[src/verilog/mux_bus_pkg.sv]
// Constants, types and register map of the multiplexed expansion bus
package mux_bus_pkg;

    localparam logic [31:0] FEATURE_ADDR = 32'h12000000;
    localparam logic [31:0] DIR_LOW_ADDR = 32'h12C00000;
    localparam logic [31:0] DIR_HIGH_ADDR = 32'h12C00001;
    localparam logic [31:0] LEVEL_LOW_ADDR = 32'h12C00002;
    localparam logic [31:0] LEVEL_STROBE_ADDR = 32'h12C00003;
    localparam logic [31:0] WINDOW_ADDR = 32'h60C00000;
    localparam logic [31:0] BUS_ADDR_REG_ADDR = 32'h60C00001;
    localparam logic [31:0] SEQ_ADDR = 32'h60C00002;
    localparam logic [31:0] ALT_ADDR = 32'h70C00000;

    localparam int FEAT_IRQ_BIT = 1;
    localparam int FEAT_DMA_BIT = 2;
    localparam int FEAT_CLK_BIT = 3;

    // Bit positions inside the upper line registers (line 8 is bit 0)
    localparam int HI_LATCH = 0;
    localparam int HI_READ = 1;
    localparam int HI_WRITE = 2;
    localparam int HI_IRQ = 3;
    localparam int HI_DMA = 4;
    localparam int HI_CLK = 5;
    localparam int LINE_COUNT = 14;
    localparam int LOW_LINES = 8;
    localparam int HIGH_LINES = LINE_COUNT - LOW_LINES;

    localparam logic [7:0] FEATURE_RESET = 8'h00;
    localparam logic [7:0] DIR_RESET = 8'h00;
    localparam logic [7:0] LEVEL_LOW_RESET = 8'h00;
    localparam logic [7:0] LEVEL_STROBE_RESET = 8'h07;
    localparam logic [7:0] BUS_ADDR_RESET = 8'h00;

    localparam int CLK_PERIOD_PS = 4000;
    localparam int STROBE_NS = 55;
    localparam int ADDR_PHASE_NS = 20;
    localparam int HOLD_NS = 8;
    localparam logic [7:0] STROBE_CYCLES =
        8'((STROBE_NS * 1000 + CLK_PERIOD_PS - 1) / CLK_PERIOD_PS);
    localparam logic [7:0] ADDR_CYCLES =
        8'((ADDR_PHASE_NS * 1000 + CLK_PERIOD_PS - 1) / CLK_PERIOD_PS);
    localparam logic [7:0] HOLD_CYCLES =
        8'((HOLD_NS * 1000 + CLK_PERIOD_PS - 1) / CLK_PERIOD_PS);

    localparam longint unsigned CORE_HZ = 64'd250000000;
    localparam longint unsigned CLKOUT_HZ = 64'd14745600;
    // Phase step per core cycle; the output toggles on each accumulator carry
    localparam logic [31:0] PHASE_INC = 32'(((64'd2 * CLKOUT_HZ) << 32) / CORE_HZ);

    typedef enum logic [1:0] {ST_IDLE, ST_ADDR, ST_DATA, ST_HOLD} bus_state_t;

    typedef struct packed {
        logic we;
        logic [31:0] addr;
        logic [7:0] wdata;
    } host_req_t;

endpackage : mux_bus_pkg

[src/verilog/strobe_line.sv]
// One strobe line: idle level from the level register, inverted while toggled
`timescale 1ns/100ps
module strobe_line
(
    input wire logic clk,
    input wire logic rst,
    input wire logic dir_out,
    input wire logic idle_level,
    input wire logic toggle,
    output logic pin_out,
    output logic pin_oe
);

    always_ff @(posedge clk or posedge rst)
    begin
        if (rst)
        begin
            pin_out <= 1'b0;
            pin_oe <= 1'b0;
        end
        else
        begin
            pin_out <= idle_level ^ (toggle & dir_out);
            pin_oe <= dir_out;
        end
    end

    property p_input_untouched;
        @(posedge clk) disable iff (rst)
        !dir_out |=> !pin_oe && (pin_out == $past(idle_level));
    endproperty
    a_input_untouched: assert property (p_input_untouched)
        else $error("strobe line toggled while set as input");

endmodule : strobe_line

[src/verilog/clk_out_gen.sv]
// Fractional divider making the expansion clock from the core clock
`timescale 1ns/100ps
module clk_out_gen
(
    input wire logic clk,
    input wire logic rst,
    input wire logic enable,
    output logic clk_level
);

    logic [31:0] phase;
    logic [32:0] next_phase;

    assign next_phase = {1'b0, phase} + {1'b0, mux_bus_pkg::PHASE_INC};

    // Jitter of one core cycle is the price of a single clock domain
    always_ff @(posedge clk or posedge rst)
    begin
        if (rst)
        begin
            phase <= 32'h00000000;
            clk_level <= 1'b0;
        end
        else if (!enable)
        begin
            phase <= 32'h00000000;
            clk_level <= 1'b0;
        end
        else
        begin
            phase <= next_phase[31:0];
            if (next_phase[32])
                clk_level <= ~clk_level;
        end
    end

    property p_clk_gated;
        @(posedge clk) disable iff (rst)
        !enable |=> !clk_level;
    endproperty
    a_clk_gated: assert property (p_clk_gated)
        else $error("clock output ran while disabled");

endmodule : clk_out_gen

[src/verilog/muxed_expansion_bus.sv]
// Multiplexed 8-bit address/data expansion bus controller on general lines
//
// Overview of operation
// - Data lines driven only where direction says output
// - Strobes set as inputs are never toggled
// - Latch line 8, read 9, write 10
// - Strobe idle level from level register bit
// - Strobe level bits reset to seven
// - Latch strobe asserted while address is driven
// - Window access gives one 14-cycle (56 ns) strobe
// - Alias window uses separate programmable strobe timing
// - Sequential window steps to next bus address
// - Eight-bit bus address register, 256 bytes
// - Clock on line 13 when enabled and output
// - Interrupt input on line 11 when enabled
// - DMA request on line 12 when enabled
// - Bus interrupt is a shared host interrupt
`timescale 1ns/100ps
module muxed_expansion_bus
(
    input wire logic CORE_CLK,
    input wire logic RST,
    input wire logic HOST_REQ,
    input wire mux_bus_pkg::host_req_t HOST_CMD,
    input wire logic [7:0] ALT_CS_TIMING,
    output logic HOST_ACK,
    output logic [7:0] HOST_RDATA,
    output logic HOST_BUSY,
    input wire logic [13:0] LINE_IN,
    output logic [13:0] LINE_OUT,
    output logic [13:0] LINE_OE,
    output logic BUS_IRQ,
    output logic DMA_REQ
);

    logic [13:0] line_meta;
    logic [13:0] line_sync;
    logic [7:0] feature;
    logic [7:0] dir_low;
    logic [7:0] dir_high;
    logic [7:0] level_low;
    logic [7:0] level_strobe;
    logic [7:0] bus_addr;
    mux_bus_pkg::bus_state_t state;
    logic [7:0] cnt;
    logic [7:0] strobe_len;
    logic op_we;
    logic op_seq;
    logic [7:0] op_wdata;
    logic [7:0] data_out;
    logic [7:0] data_oe;
    logic [2:0] hi_out;
    logic [2:0] hi_oe;
    logic [2:0] strobe_out;
    logic [2:0] strobe_oe;
    logic clk_level;
    logic accept;
    logic is_window;
    logic is_alt;
    logic reg_write;
    logic [7:0] next_data_out;
    logic [7:0] next_data_oe;
    logic [7:0] reg_rdata;
    logic [7:0] data_run;

    assign accept = HOST_REQ && !HOST_BUSY;
    assign is_alt = HOST_CMD.addr == mux_bus_pkg::ALT_ADDR;
    assign is_window = HOST_CMD.addr == mux_bus_pkg::WINDOW_ADDR
        || HOST_CMD.addr == mux_bus_pkg::SEQ_ADDR || is_alt;
    assign reg_write = accept && HOST_CMD.we && !is_window;

    // Pins are asynchronous to the core; only the second stage is looked at
    always_ff @(posedge CORE_CLK or posedge RST)
    begin
        if (RST)
        begin
            line_meta <= 14'h0000;
            line_sync <= 14'h0000;
        end
        else
        begin
            line_meta <= LINE_IN;
            line_sync <= line_meta;
        end
    end

    always_ff @(posedge CORE_CLK or posedge RST)
    begin
        if (RST)
        begin
            feature <= mux_bus_pkg::FEATURE_RESET;
            dir_low <= mux_bus_pkg::DIR_RESET;
            dir_high <= mux_bus_pkg::DIR_RESET;
            level_low <= mux_bus_pkg::LEVEL_LOW_RESET;
            level_strobe <= mux_bus_pkg::LEVEL_STROBE_RESET;
        end
        else if (reg_write)
        begin
            unique case (HOST_CMD.addr)
                mux_bus_pkg::FEATURE_ADDR: feature <= HOST_CMD.wdata;
                mux_bus_pkg::DIR_LOW_ADDR: dir_low <= HOST_CMD.wdata;
                mux_bus_pkg::DIR_HIGH_ADDR: dir_high <= HOST_CMD.wdata;
                mux_bus_pkg::LEVEL_LOW_ADDR: level_low <= HOST_CMD.wdata;
                mux_bus_pkg::LEVEL_STROBE_ADDR: level_strobe <= HOST_CMD.wdata;
                default: ;
            endcase
        end
    end

    // Only 8 address bits exist; wider addressing uses spare lines in software
    always_ff @(posedge CORE_CLK or posedge RST)
    begin
        if (RST)
            bus_addr <= mux_bus_pkg::BUS_ADDR_RESET;
        else if (reg_write && HOST_CMD.addr == mux_bus_pkg::BUS_ADDR_REG_ADDR)
            bus_addr <= HOST_CMD.wdata;
        else if (state == mux_bus_pkg::ST_HOLD && cnt == 8'h00 && op_seq)
            bus_addr <= 8'(bus_addr + 8'h01);
    end

    // Bus cycle sequencer: address phase, strobe phase, short hold
    always_ff @(posedge CORE_CLK or posedge RST)
    begin
        if (RST)
        begin
            state <= mux_bus_pkg::ST_IDLE;
            cnt <= 8'h00;
            strobe_len <= mux_bus_pkg::STROBE_CYCLES;
            op_we <= 1'b0;
            op_seq <= 1'b0;
            op_wdata <= 8'h00;
        end
        else
        begin
            unique case (state)
                mux_bus_pkg::ST_IDLE:
                begin
                    if (accept && is_window)
                    begin
                        state <= mux_bus_pkg::ST_ADDR;
                        cnt <= 8'(mux_bus_pkg::ADDR_CYCLES - 8'h01);
                        op_we <= HOST_CMD.we;
                        op_seq <= HOST_CMD.addr == mux_bus_pkg::SEQ_ADDR;
                        op_wdata <= HOST_CMD.wdata;
                        if (!is_alt)
                            strobe_len <= mux_bus_pkg::STROBE_CYCLES;
                        else if (ALT_CS_TIMING == 8'h00)
                            strobe_len <= 8'h01;
                        else
                            strobe_len <= ALT_CS_TIMING;
                    end
                end
                mux_bus_pkg::ST_ADDR:
                begin
                    if (cnt == 8'h00)
                    begin
                        state <= mux_bus_pkg::ST_DATA;
                        cnt <= 8'(strobe_len - 8'h01);
                    end
                    else
                        cnt <= 8'(cnt - 8'h01);
                end
                mux_bus_pkg::ST_DATA:
                begin
                    if (cnt == 8'h00)
                    begin
                        state <= mux_bus_pkg::ST_HOLD;
                        cnt <= 8'(mux_bus_pkg::HOLD_CYCLES - 8'h01);
                    end
                    else
                        cnt <= 8'(cnt - 8'h01);
                end
                mux_bus_pkg::ST_HOLD:
                begin
                    if (cnt == 8'h00)
                        state <= mux_bus_pkg::ST_IDLE;
                    else
                        cnt <= 8'(cnt - 8'h01);
                end
            endcase
        end
    end

    always_ff @(posedge CORE_CLK or posedge RST)
    begin
        if (RST)
            HOST_BUSY <= 1'b0;
        else if (accept && is_window)
            HOST_BUSY <= 1'b1;
        else if (state == mux_bus_pkg::ST_HOLD && cnt == 8'h00)
            HOST_BUSY <= 1'b0;
    end

    always_comb
    begin
        unique case (HOST_CMD.addr)
            mux_bus_pkg::FEATURE_ADDR: reg_rdata = feature;
            mux_bus_pkg::DIR_LOW_ADDR: reg_rdata = dir_low;
            mux_bus_pkg::DIR_HIGH_ADDR: reg_rdata = dir_high;
            mux_bus_pkg::LEVEL_LOW_ADDR: reg_rdata = line_sync[7:0];
            mux_bus_pkg::LEVEL_STROBE_ADDR: reg_rdata = {2'b00, line_sync[13:8]};
            mux_bus_pkg::BUS_ADDR_REG_ADDR: reg_rdata = bus_addr;
            default: reg_rdata = 8'h00;
        endcase
    end

    // Register accesses answer next cycle; bus reads answer at end of hold
    always_ff @(posedge CORE_CLK or posedge RST)
    begin
        if (RST)
        begin
            HOST_ACK <= 1'b0;
            HOST_RDATA <= 8'h00;
        end
        else
        begin
            HOST_ACK <= 1'b0;
            if (accept && !is_window)
            begin
                HOST_ACK <= 1'b1;
                HOST_RDATA <= HOST_CMD.we ? 8'h00 : reg_rdata;
            end
            else if (state == mux_bus_pkg::ST_HOLD && cnt == 8'h00)
                HOST_ACK <= 1'b1;
            if (state == mux_bus_pkg::ST_DATA && cnt == 8'h00 && !op_we)
                HOST_RDATA <= line_sync[7:0];
        end
    end

    always_comb
    begin
        next_data_out = level_low;
        next_data_oe = dir_low;
        unique case (state)
            mux_bus_pkg::ST_IDLE: ;
            mux_bus_pkg::ST_ADDR: next_data_out = bus_addr;
            mux_bus_pkg::ST_DATA, mux_bus_pkg::ST_HOLD:
            begin
                if (op_we)
                    next_data_out = op_wdata;
                else
                    next_data_oe = 8'h00;
            end
        endcase
    end

    always_ff @(posedge CORE_CLK or posedge RST)
    begin
        if (RST)
        begin
            data_out <= 8'h00;
            data_oe <= 8'h00;
        end
        else
        begin
            data_out <= next_data_out;
            data_oe <= next_data_oe & dir_low;
        end
    end

    // Latch strobe swaps to its other level once the address phase is over
    strobe_line u_latch
    (
        .clk(CORE_CLK),
        .rst(RST),
        .dir_out(dir_high[mux_bus_pkg::HI_LATCH]),
        .idle_level(level_strobe[mux_bus_pkg::HI_LATCH]),
        .toggle(state == mux_bus_pkg::ST_DATA || state == mux_bus_pkg::ST_HOLD),
        .pin_out(strobe_out[0]),
        .pin_oe(strobe_oe[0])
    );

    strobe_line u_read
    (
        .clk(CORE_CLK),
        .rst(RST),
        .dir_out(dir_high[mux_bus_pkg::HI_READ]),
        .idle_level(level_strobe[mux_bus_pkg::HI_READ]),
        .toggle(state == mux_bus_pkg::ST_DATA && !op_we),
        .pin_out(strobe_out[1]),
        .pin_oe(strobe_oe[1])
    );

    strobe_line u_write
    (
        .clk(CORE_CLK),
        .rst(RST),
        .dir_out(dir_high[mux_bus_pkg::HI_WRITE]),
        .idle_level(level_strobe[mux_bus_pkg::HI_WRITE]),
        .toggle(state == mux_bus_pkg::ST_DATA && op_we),
        .pin_out(strobe_out[2]),
        .pin_oe(strobe_oe[2])
    );

    clk_out_gen u_clk
    (
        .clk(CORE_CLK),
        .rst(RST),
        .enable(feature[mux_bus_pkg::FEAT_CLK_BIT] && dir_high[mux_bus_pkg::HI_CLK]),
        .clk_level(clk_level)
    );

    // Lines 11 to 13 act as plain lines except for the enabled clock
    always_ff @(posedge CORE_CLK or posedge RST)
    begin
        if (RST)
        begin
            hi_out <= 3'b000;
            hi_oe <= 3'b000;
        end
        else
        begin
            hi_out[0] <= level_strobe[mux_bus_pkg::HI_IRQ];
            hi_out[1] <= level_strobe[mux_bus_pkg::HI_DMA];
            hi_out[2] <= feature[mux_bus_pkg::FEAT_CLK_BIT]
                ? clk_level : level_strobe[mux_bus_pkg::HI_CLK];
            hi_oe <= dir_high[mux_bus_pkg::HI_CLK:mux_bus_pkg::HI_IRQ];
        end
    end

    assign LINE_OUT = {hi_out, strobe_out, data_out};
    assign LINE_OE = {hi_oe, strobe_oe, data_oe};

    // Level sensitive request; the host side ORs it with its other sources
    always_ff @(posedge CORE_CLK or posedge RST)
    begin
        if (RST)
        begin
            BUS_IRQ <= 1'b0;
            DMA_REQ <= 1'b0;
        end
        else
        begin
            BUS_IRQ <= feature[mux_bus_pkg::FEAT_IRQ_BIT]
                && line_sync[mux_bus_pkg::LOW_LINES + mux_bus_pkg::HI_IRQ];
            DMA_REQ <= feature[mux_bus_pkg::FEAT_DMA_BIT]
                && line_sync[mux_bus_pkg::LOW_LINES + mux_bus_pkg::HI_DMA];
        end
    end

    // Counts strobe-phase cycles so the width can be checked on exit
    always_ff @(posedge CORE_CLK or posedge RST)
    begin
        if (RST)
            data_run <= 8'h00;
        else if (state == mux_bus_pkg::ST_IDLE)
            data_run <= 8'h00;
        else if (state == mux_bus_pkg::ST_DATA)
            data_run <= 8'(data_run + 8'h01);
    end

    property p_data_oe_dir;
        @(posedge CORE_CLK) disable iff (RST)
        ##1 ((LINE_OE[7:0] & ~$past(dir_low)) == 8'h00);
    endproperty
    a_data_oe_dir: assert property (p_data_oe_dir)
        else $error("data line driven against its direction bit");

    property p_strobe_width;
        @(posedge CORE_CLK) disable iff (RST)
        $rose(state == mux_bus_pkg::ST_HOLD) |-> data_run == strobe_len;
    endproperty
    a_strobe_width: assert property (p_strobe_width)
        else $error("strobe phase length differs from programmed length");

    property p_primary_len;
        @(posedge CORE_CLK) disable iff (RST)
        $rose(state == mux_bus_pkg::ST_ADDR) && !$past(is_alt)
            |-> strobe_len == mux_bus_pkg::STROBE_CYCLES;
    endproperty
    a_primary_len: assert property (p_primary_len)
        else $error("primary window strobe is not 14 cycles");

    property p_addr_on_lines;
        @(posedge CORE_CLK) disable iff (RST)
        state == mux_bus_pkg::ST_ADDR && $past(state) == mux_bus_pkg::ST_ADDR
            |=> LINE_OUT[7:0] == $past(bus_addr)
            && LINE_OUT[8] == $past(level_strobe[mux_bus_pkg::HI_LATCH]);
    endproperty
    a_addr_on_lines: assert property (p_addr_on_lines)
        else $error("address phase without address and latch level");

    property p_seq_step;
        @(posedge CORE_CLK) disable iff (RST)
        $fell(HOST_BUSY) && $past(op_seq) && !$past(reg_write)
            |-> bus_addr == 8'($past(bus_addr) + 8'h01);
    endproperty
    a_seq_step: assert property (p_seq_step)
        else $error("sequential access did not advance the address");

    property p_cycle_ack;
        @(posedge CORE_CLK) disable iff (RST)
        $fell(HOST_BUSY) |-> HOST_ACK && state == mux_bus_pkg::ST_IDLE;
    endproperty
    a_cycle_ack: assert property (p_cycle_ack)
        else $error("bus cycle ended without an answer");

    property p_read_float;
        @(posedge CORE_CLK) disable iff (RST)
        state == mux_bus_pkg::ST_DATA && !op_we |=> LINE_OE[7:0] == 8'h00;
    endproperty
    a_read_float: assert property (p_read_float)
        else $error("data lines driven during a read strobe");

    property p_irq_gate;
        @(posedge CORE_CLK) disable iff (RST)
        BUS_IRQ |-> $past(feature[mux_bus_pkg::FEAT_IRQ_BIT]);
    endproperty
    a_irq_gate: assert property (p_irq_gate)
        else $error("interrupt passed while disabled");

    property p_dma_gate;
        @(posedge CORE_CLK) disable iff (RST)
        DMA_REQ |-> $past(feature[mux_bus_pkg::FEAT_DMA_BIT]);
    endproperty
    a_dma_gate: assert property (p_dma_gate)
        else $error("DMA request passed while disabled");

endmodule : muxed_expansion_bus

[config.mk]
export PLATFORM = sky130hd
export DESIGN_NAME = muxed_expansion_bus
export DESIGN_NICKNAME = d
export VERILOG_FILES = /design/src/verilog/mux_bus_pkg.sv /design/src/verilog/strobe_line.sv /design/src/verilog/clk_out_gen.sv /design/src/verilog/muxed_expansion_bus.sv
export SDC_FILE = /design/constraint.sdc
export NUM_CORES = 1
export LEC_CHECK = 0
export BUFFER_PORTS_ARGS = -buffer_cell sky130_fd_sc_hd__clkbuf_2
export CELL_PAD_IN_SITES_DETAIL_PLACEMENT = 1
export CELL_PAD_IN_SITES_GLOBAL_PLACEMENT = 1
export CORE_ASPECT_RATIO = 0.8
export CORE_UTILIZATION = 41
export DETAILED_ROUTE_END_ITERATION = 16
export GPL_TIMING_DRIVEN = 0
export PLACE_DENSITY_LB_ADDON = 0.1
export SLEW_MARGIN = 20
export SYNTH_ARGS = -nofsm -noshare
export SYNTH_HDL_FRONTEND = slang
export SYNTH_SLANG_ARGS = --single-unit
[constraint.sdc]
create_clock -name CORE_CLK -period 4.55 [get_ports CORE_CLK]
set_clock_uncertainty 0.2 [all_clocks]
set_input_delay 0 -clock CORE_CLK [delete_from_list [all_inputs] [get_ports CORE_CLK]]
set_output_delay 0 -clock CORE_CLK [all_outputs]
set_load 0.005 [all_outputs]
== Yosys cells after proc, flatten, opt, wreduce, memory -nomap -nowiden ==
Cells that the tools add are included.
Cells by class
  add/sub/neg operators: 4
  equality and inequality tests: 18
  muxes and demuxes: 30
  bitwise logic cells: 8
  reduce and logical (&&, ||, !) cells: 36
Operators with widths (count)
  $eq A32 B29 Y1 const B: 5
  $eq A32 B31 Y1 const B: 4
  $mux W8: 14
  $pmux W8 S6: 1
  $add A32 B29 Y33 const B: 1
  $mux W32: 1
  $pmux W8 S4: 1
  $logic_not A8 Y1: 2
  $pmux W8 S2: 1
  $sub A8 B1 Y8 const B: 2
  $logic_and A1 B1 Y1: 15
  $reduce_and A2 Y1: 7
  $ne A2 B2 Y1 const B: 6
  $add A8 B1 Y8 const B: 1
  $and A8 B8 Y8: 1
  $mux W2: 4
  $pmux W2 S4: 1
  $mux W1: 7
  $reduce_bool A2 Y1: 3
  $eq A2 B2 Y1 const B: 2
  $reduce_and A4 Y1: 1
  $and A1 B1 Y1: 3
  $logic_not A1 Y1: 3
  $logic_or A1 B1 Y1: 3
  other kinds (5): 7
Storage, ports and cells
  flip-flop bits (word level): 175
  input bits: 66
  output and inout port bits: 40
  logic and storage cells: 127

== Logic depth before layout (Yosys ltp) ==
  depth after elaboration: 7
  depth in mapped cells: 9
  mapped depth without buffers: 8

== By module ==
Synthesis repeated with hierarchy kept, for this count alone.
Second synthesis, totals
  cell total of the unflattened synthesis: 701
  area total of the unflattened synthesis: 8232.9 µm²
By module, submodules not included
  muxed_expansion_bus: instances 1, cells each 520, area each 6331.1 µm², seq. area each 3410.8 µm²
  clk_out_gen: instances 1, cells each 166, area each 1702.9 µm², seq. area each 800.8 µm²
  strobe_line: instances 3, cells each 5, area each 66.3 µm², seq. area each 50.0 µm²

== Worst setup path after synthesis ==
No wires, ideal clock.
  kind: flip-flop to flip-flop
  start: register cnt[2]
  end: register HOST_RDATA[0]
  setup time: 0.124 ns
  data arrival time: 2.128 ns
  data required time: 4.226 ns
  slack: 2.098 ns
  stages on the path, launching flop included: 8
  buffers on the path: 2
  period minus slack after synthesis: 2.452 ns
  path through: dfrtp_1 or4_1 buf_2 nor4b_4 nor3_2 and3_4 buf_6 a211o_1
On the way
  word-level cells in the longest chain between the ends: 4
  elaborated cells on any way between the ends: 5
  those cells by class: 1 x mux; 4 x reduce/logical
RTL lines
  start: declaration: line muxed_expansion_bus.sv:45  | logic [7:0] cnt;
  start signal: assignment: line muxed_expansion_bus.sv:141  | cnt <= 8'(mux_bus_pkg::ADDR_CYCLES - 8'h01);
  start signal: assignment: line muxed_expansion_bus.sv:158  | cnt <= 8'(strobe_len - 8'h01);
  start signal: assignment: line muxed_expansion_bus.sv:161  | cnt <= 8'(cnt - 8'h01);
  $logic_not A8 Y1 (*): line muxed_expansion_bus.sv:225  | if (state == mux_bus_pkg::ST_DATA && cnt == 8'h00 && !op_we)
  $logic_and A1 B1 Y1 (*) (2 in a row): line muxed_expansion_bus.sv:225
  $mux W8 or $reduce_bool A2 Y1 (tied branches)
  end signal: assignment: line muxed_expansion_bus.sv:221  | HOST_RDATA <= HOST_CMD.we ? 8'h00 : reg_rdata;
  end signal: assignment: line muxed_expansion_bus.sv:226  | HOST_RDATA <= line_sync[7:0];
  end: declaration: line muxed_expansion_bus.sv:27  | output logic [7:0] HOST_RDATA,
Mark *: on every way between the ends. The rest lies on a longest branch, timed or not.
A chain may end at the register's enable or synchronous reset.

== Final worst setup path ==
  start: register state[0]
  end: register HOST_RDATA[1]
On the way
  word-level cells in the longest chain between the ends: 4
  elaborated cells on any way between the ends: 5
  those cells by class: 1 x eq/ne; 1 x mux; 3 x reduce/logical
RTL lines
  start: declaration: line muxed_expansion_bus.sv:44  | mux_bus_pkg::bus_state_t state;
  start signal: assignment: line muxed_expansion_bus.sv:126  | state <= mux_bus_pkg::ST_IDLE;
  start signal: assignment: line muxed_expansion_bus.sv:140  | state <= mux_bus_pkg::ST_ADDR;
  start signal: assignment: line muxed_expansion_bus.sv:157  | state <= mux_bus_pkg::ST_DATA;
  $eq A2 B2 Y1 (*): line muxed_expansion_bus.sv:225
  $logic_and A1 B1 Y1 (*) (2 in a row): line muxed_expansion_bus.sv:225
  $mux W8 or $reduce_bool A2 Y1 (tied branches)
Marked as above.

==> impl_results.html <==
<table>
<tr><th>Metric</th><th>Value</th></tr>
<tr><th colspan="2">Synth</th></tr>
<tr><td>Dominant synthesized flop cell</td><td>sky130_fd_sc_hd__dfrtp_1</td></tr>
<tr><td>Mux cell area share after synthesis</td><td>0.07690</td></tr>
<tr><td>Yosys warning count</td><td>0</td></tr>
<tr><td>Largest family of logic cells by synthesized area</td><td>simple AND/OR/NAND/NOR gates</td></tr>
<tr><td>Adder and majority cell fraction of the synthesized area</td><td>0.01569</td></tr>
<tr><td>Cell Area, Synth</td><td>7973 sq um</td></tr>
<tr><td>Number of library cell types mapped by synthesis</td><td>73</td></tr>
<tr><td>Number of synthesized flops with an enable pin</td><td>0</td></tr>
<tr><td>Area fraction of the dominant cell type after synthesis</td><td>0.5273</td></tr>
<tr><td>Number of instances in the synthesized netlist</td><td>729</td></tr>
<tr><td>Cell type with the largest total area after synthesis</td><td>sky130_fd_sc_hd__dfrtp_1</td></tr>
<tr><td>Share of synthesized cell area in and, or, nand and nor gates</td><td>0.1789</td></tr>
<tr><td>Area fraction in compound gates after synthesis</td><td>0.1119</td></tr>
<tr><td>Post-synthesis sequential element count</td><td>approximately 170</td></tr>
<tr><td>Number of nets in the synthesized netlist</td><td>around 810</td></tr>
<tr><td>Fraction of the yosys area taken by sequential cells</td><td>0.5471</td></tr>
<tr><td>Synthesized area per cell</td><td>~11 sq um</td></tr>
<tr><td>Post-synthesis xor/xnor area fraction</td><td>0.03955</td></tr>
<tr><td>Ranking of synthesized cells by area</td><td>sky130_fd_sc_hd__dfrtp_1 53%, sky130_fd_sc_hd__mux2_1 4.2%, sky130_fd_sc_hd__nand2_1 3.6%, sky130_fd_sc_hd__nor2_1 2.9%, sky130_fd_sc_hd__mux2_2 2.8%</td></tr>
<tr><td>Fraction of registers with async set/reset</td><td>1.000</td></tr>
<tr><th colspan="2">CTS</th></tr>
<tr><td>Clock transition at path regs</td><td>0.08 ns</td></tr>
<tr><td>Clock buffers created by TritonCTS</td><td>17</td></tr>
<tr><td>H-tree levels</td><td>4</td></tr>
<tr><td>CTS tree</td><td>done</td></tr>
<tr><td>Clock latency of the later-clocked register in the worst-skew pair</td><td>~0.44 ns</td></tr>
<tr><td>Cell at the root of the clock tree</td><td>sky130_fd_sc_hd__clkbuf_16</td></tr>
<tr><td>Total clock sinks</td><td>around 170</td></tr>
<tr><td>Largest buffer count on any clock path</td><td>2</td></tr>
<tr><th colspan="2">Layout</th></tr>
<tr><td>Final core occ</td><td>0.5247</td></tr>
<tr><td>Leading cell types in the layout, fill and taps excluded</td><td>168 x sky130_fd_sc_hd__dfrtp_1, 105 x sky130_fd_sc_hd__clkbuf_2, 76 x sky130_fd_sc_hd__nand2_1, 62 x sky130_fd_sc_hd__nor2_1, 47 x sky130_fd_sc_hd__dlygate4sd3_1</td></tr>
<tr><td>Synthesis-to-finish area growth</td><td>25.25%</td></tr>
<tr><td>Share of post-route cells with drive strength above 1</td><td>0.2200</td></tr>
<tr><td>Fill count</td><td>about 2100</td></tr>
<tr><td>Most common cell after layout, fill and taps aside</td><td>sky130_fd_sc_hd__dfrtp_1</td></tr>
<tr><td>Final standard cell area without fillers</td><td>9986 sq um</td></tr>
<tr><td>Inserted Diodes</td><td>0</td></tr>
<tr><td>Layout net count</td><td>between 900 and 1000</td></tr>
<tr><th colspan="2">Power and ir drop</th></tr>
<tr><td>Total power</td><td>~3200 uW</td></tr>
<tr><td>Clk network pwr share</td><td>0.460</td></tr>
<tr><td>Combinational share of power</td><td>0.048</td></tr>
<tr><td>Net switching power of the design</td><td>just over 800 uW</td></tr>
<tr><td>Pwr/cell area</td><td>approximately 320 nW/um^2</td></tr>
<tr><td>Cell Int Power</td><td>about 2400 uW</td></tr>
<tr><td>Sequential Power Share</td><td>0.492</td></tr>
<tr><td>VDD IR-drop max</td><td>around 0.17 mV</td></tr>
<tr><td>Switching share of total power</td><td>0.2563</td></tr>
<tr><td>Total leakage power</td><td>about 0.0048 uW</td></tr>
<tr><th colspan="2">Min path</th></tr>
<tr><td>Cell depth of the worst min-delay path</td><td>5</td></tr>
<tr><td>Class of the most critical hold timing path</td><td>input pin to flop</td></tr>
<tr><td>Hold Path Sink</td><td>HOST_BUSY$_DFFE_PP0P_</td></tr>
<tr><td>Source of the worst hold timing path</td><td>HOST_CMD[39]</td></tr>
<tr><th colspan="2">Critical path</th></tr>
<tr><td>CP Capture Type</td><td>flop</td></tr>
<tr><td>FF-to-FF setup slack</td><td>~1.4 ns</td></tr>
<tr><td>Number of cells on the worst reg-to-reg path</td><td>8</td></tr>
<tr><td>Critical-path cell with the highest stage delay</td><td>sky130_fd_sc_hd__nor4b_4</td></tr>
<tr><td>Arrival @ worst endpoint</td><td>~3.3 ns</td></tr>
<tr><td>Critical Path, Cell by Cell</td><td>inv_1 -&gt; ha_1 -&gt; clkbuf_1 -&gt; nor2b_1 -&gt; nor4b_4 -&gt; buf_2 -&gt; o31ai_1 -&gt; a211o_1</td></tr>
<tr><td>Delay of the slowest cell on the worst path</td><td>0.73 ns</td></tr>
<tr><td>Type of origin of the critical path</td><td>flop</td></tr>
<tr><td>Max FO, Critical Path</td><td>10</td></tr>
<tr><td>Worst reg2reg path endpoint</td><td>HOST_RDATA[1]$_DFFE_PP0P_</td></tr>
<tr><td>Class of the most critical setup path</td><td>flop to flop</td></tr>
<tr><td>Required time at the worst-slack endpoint</td><td>4.68 ns</td></tr>
<tr><td>Startpoint of the worst-slack reg-to-reg timing path</td><td>state[0]$_DFFE_PP0P_</td></tr>
<tr><th colspan="2">Floorplanning</th></tr>
<tr><td>Horiz. Die Dim</td><td>roughly 160 microns</td></tr>
<tr><td>Total number of placement rows</td><td>45</td></tr>
<tr><td>Die H</td><td>~130 microns</td></tr>
<tr><td>Initial standard-cell utilization of the core</td><td>0.4189</td></tr>
<tr><td>Num ports</td><td>about 110</td></tr>
<tr><td>Area of the placeable core</td><td>about 19000 sq um</td></tr>
<tr><td>Die area</td><td>approximately 20000 sq um</td></tr>
<tr><th colspan="2">Global route</th></tr>
<tr><td>Antenna violations before repair</td><td>0</td></tr>
<tr><td>Total GRT Usage</td><td>0.2509</td></tr>
<tr><td>Global-route congestion overflow total</td><td>0</td></tr>
<tr><td>Global-route wire length before repair</td><td>37.98 mm</td></tr>
<tr><td>Vias in the first global route</td><td>6972</td></tr>
<tr><td>Pin count of the biggest net entering global routing</td><td>36</td></tr>
<tr><th colspan="2">Place</th></tr>
<tr><td>Placement-stage worst setup slack</td><td>approximately 1.4 ns</td></tr>
<tr><td>Sum of net half-perimeters after detailed placement</td><td>between 15 and 20 mm</td></tr>
<tr><td>Instance area at placement</td><td>between 8000 and 9000 sq um</td></tr>
<tr><td>Routability-driven placement congestion ratio</td><td>0.8350</td></tr>
<tr><td>Number of I/O port buffers</td><td>105</td></tr>
<tr><th colspan="2">Routing</th></tr>
<tr><td>Number of vias after detailed routing</td><td>approximately 6500</td></tr>
<tr><td>WL final</td><td>around 23 mm</td></tr>
<tr><td>Number of detailed-route iterations in the first pass</td><td>5</td></tr>
<tr><td>Routed wire per std cell</td><td>19.97 microns</td></tr>
<tr><td>Count of nets left with antenna violations after detail routing</td><td>0</td></tr>
<tr><td>Mean number of vias per cell</td><td>around 5.5</td></tr>
<tr><td>DRC errors left</td><td>0</td></tr>
<tr><td>DR iter-0 viols</td><td>roughly 340</td></tr>
<tr><th colspan="2">Timing</th></tr>
<tr><td>Setup total negative slack</td><td>0 ns</td></tr>
<tr><td>Max Clk Rate</td><td>~310 MHz</td></tr>
<tr><td>Final hold viol count</td><td>0</td></tr>
<tr><td>Unrepaired setup endpoints after global routing</td><td>no</td></tr>
<tr><td>Final worst slack</td><td>1.358 ns</td></tr>
<tr><td>Final worst-path cycle share</td><td>0.7016</td></tr>
<tr><td>Slew Viols, Final</td><td>0</td></tr>
<tr><td>Setup Viol. Count Final</td><td>0</td></tr>
<tr><td>Headroom to the max-slew limit</td><td>0.3050</td></tr>
<tr><td>Slew @ Worst Pin</td><td>approximately 1.0 ns</td></tr>
<tr><td>Clock period minus worst slack</td><td>around 3.2 ns</td></tr>
<tr><th colspan="2">Flow run</th></tr>
<tr><td>Count of maximum capacitance violations</td><td>0</td></tr>
<tr><th colspan="2">Outcome</th></tr>
<tr><td>Outcome</td><td>finished, final reports clean</td></tr>
</table>
## layout make-up
cell class,count,area (sq um),share of cell area
buffer,31,156.4,0.01566
clock buffer,17,425.4,0.04260
clock inverter,15,165.2,0.01654
inverter,22,86.33,0.008646
multi-input combinational,502,3372,0.3377
sequential,174,4362,0.4368
tap,258,322.8,0.03233
timing repair buffer,157,1096,0.1098
## cells by family (layout without fill, tap and decap cells)
| family | count (synthesis) | in the layout |
|---|---|---|
| XOR/XNOR | 36 | 36 |
| AO/OA/AOI/OAI | 131 | 131 |
| multiplexers | 55 | 55 |
| flip-flops | 174 | 174 |
| AND/OR/NAND/NOR | 270 | 270 |
| adder cells (fa/ha/maj) | 10 | 10 |
| buffers and inverters | 53 | 242 |
## cell usage after synthesis, drive strengths merged, types with 4 or more instances
| cell type | number |
|---|---|
| nor4 | 17 |
| nor2 | 62 |
| nand2 | 77 |
| dfstp | 6 |
| o22ai | 4 |
| mux2 | 50 |
| ha | 10 |
| nand2b | 9 |
| o31ai | 9 |
| mux2i | 5 |
| a31oi | 6 |
| or3 | 7 |
| nand4 | 8 |
| nor3 | 17 |
| or4 | 4 |
| buf | 17 |
| clkbuf | 14 |
| dfrtp | 168 |
| a21oi | 32 |
| nand3 | 25 |
| xnor2 | 23 |
| a211o | 6 |
| o21ai | 23 |
| inv | 22 |
| and3 | 8 |
| xor2 | 13 |
| a22o | 11 |
| nor2b | 6 |
| a22oi | 14 |
| and2 | 13 |
## registers in the layout, indices dropped and copies added (netlist names), 6 cells and up
name	cells
dir_low	8
strobe_len	8
level_strobe	6
u_clk.phase	31
level_low	8
line_sync	14
line_meta	14
data_out	8
dir_high	8
bus_addr	8
op_wdata	8
data_oe	8
cnt	8
feature	8
HOST_RDATA	8
## worst max path at each step
stage / slack (ns) / endpoint / start / cells after the start
after floorplan: 2.10 / HOST_RDATA[0]$_DFFE_PP0P_ / cnt[2]$_DFFE_PP0P_ / 7
after global placement: 1.10 / strobe_len[4]$_DFFE_PP0P_ / RST / 2
after detailed placement: 1.41 / HOST_RDATA[1]$_DFFE_PP0P_ / state[0]$_DFFE_PP0P_ / 8
after CTS: 1.39 / HOST_RDATA[1]$_DFFE_PP0P_ / state[0]$_DFFE_PP0P_ / 8
after global routing: 1.28 / HOST_RDATA[1]$_DFFE_PP0P_ / state[0]$_DFFE_PP0P_ / 8
final: 1.36 / HOST_RDATA[1]$_DFFE_PP0P_ / state[0]$_DFFE_PP0P_ / 8
## metal layers
metal	vias up	wire length (microns)	GRT usage
met5	-	0	0
met4	0	400	0.09423
met3	35	841	0.03690
met2	152	11490	0.4084
met1	3349	10750	0.3386
li1	2935	-	-
## through the flow
step / std cells / hold WS [ns]
4_1_cts: 1176 / 0.0003818
2_1_floorplan: 729 / -0.1686
3_3_place_gp: 1092 / -0.09068
3_5_place_dp: 1097 / -0.2089
5_1_grt: 1176 / 0.02083
6_report: 1176 / 0.01613
## worst max-delay path: cells and delay by family, from the launching register on
kind / cells / cell delay (ns)
AND/OR/NAND/NOR: 2 / 1.03
buffers and inverters: 3 / 0.87
flip-flops: 1 / 0.41
AO/OA/AOI/OAI: 2 / 0.40
adder cells (fa/ha/maj): 1 / 0.16
## power by group through the flow
stage	Sequential [uW]	Clock, uW	Combinational, uW
4_1_cts	1560	1490	154
6_report	1560	1460	154
3_5_place_dp	1590	0	123
2_1_floorplan	1590	0	47.0
5_1_grt	1560	1550	168
3_3_place_gp	1590	0	108
## repair_timing
item	4_1_cts	5_1_grt
gates resized for setup	0	0
hold endpoints to repair	218	0
hold buffers	47	0
setup buffers	0	0
(Power assumes the default switching activity.)
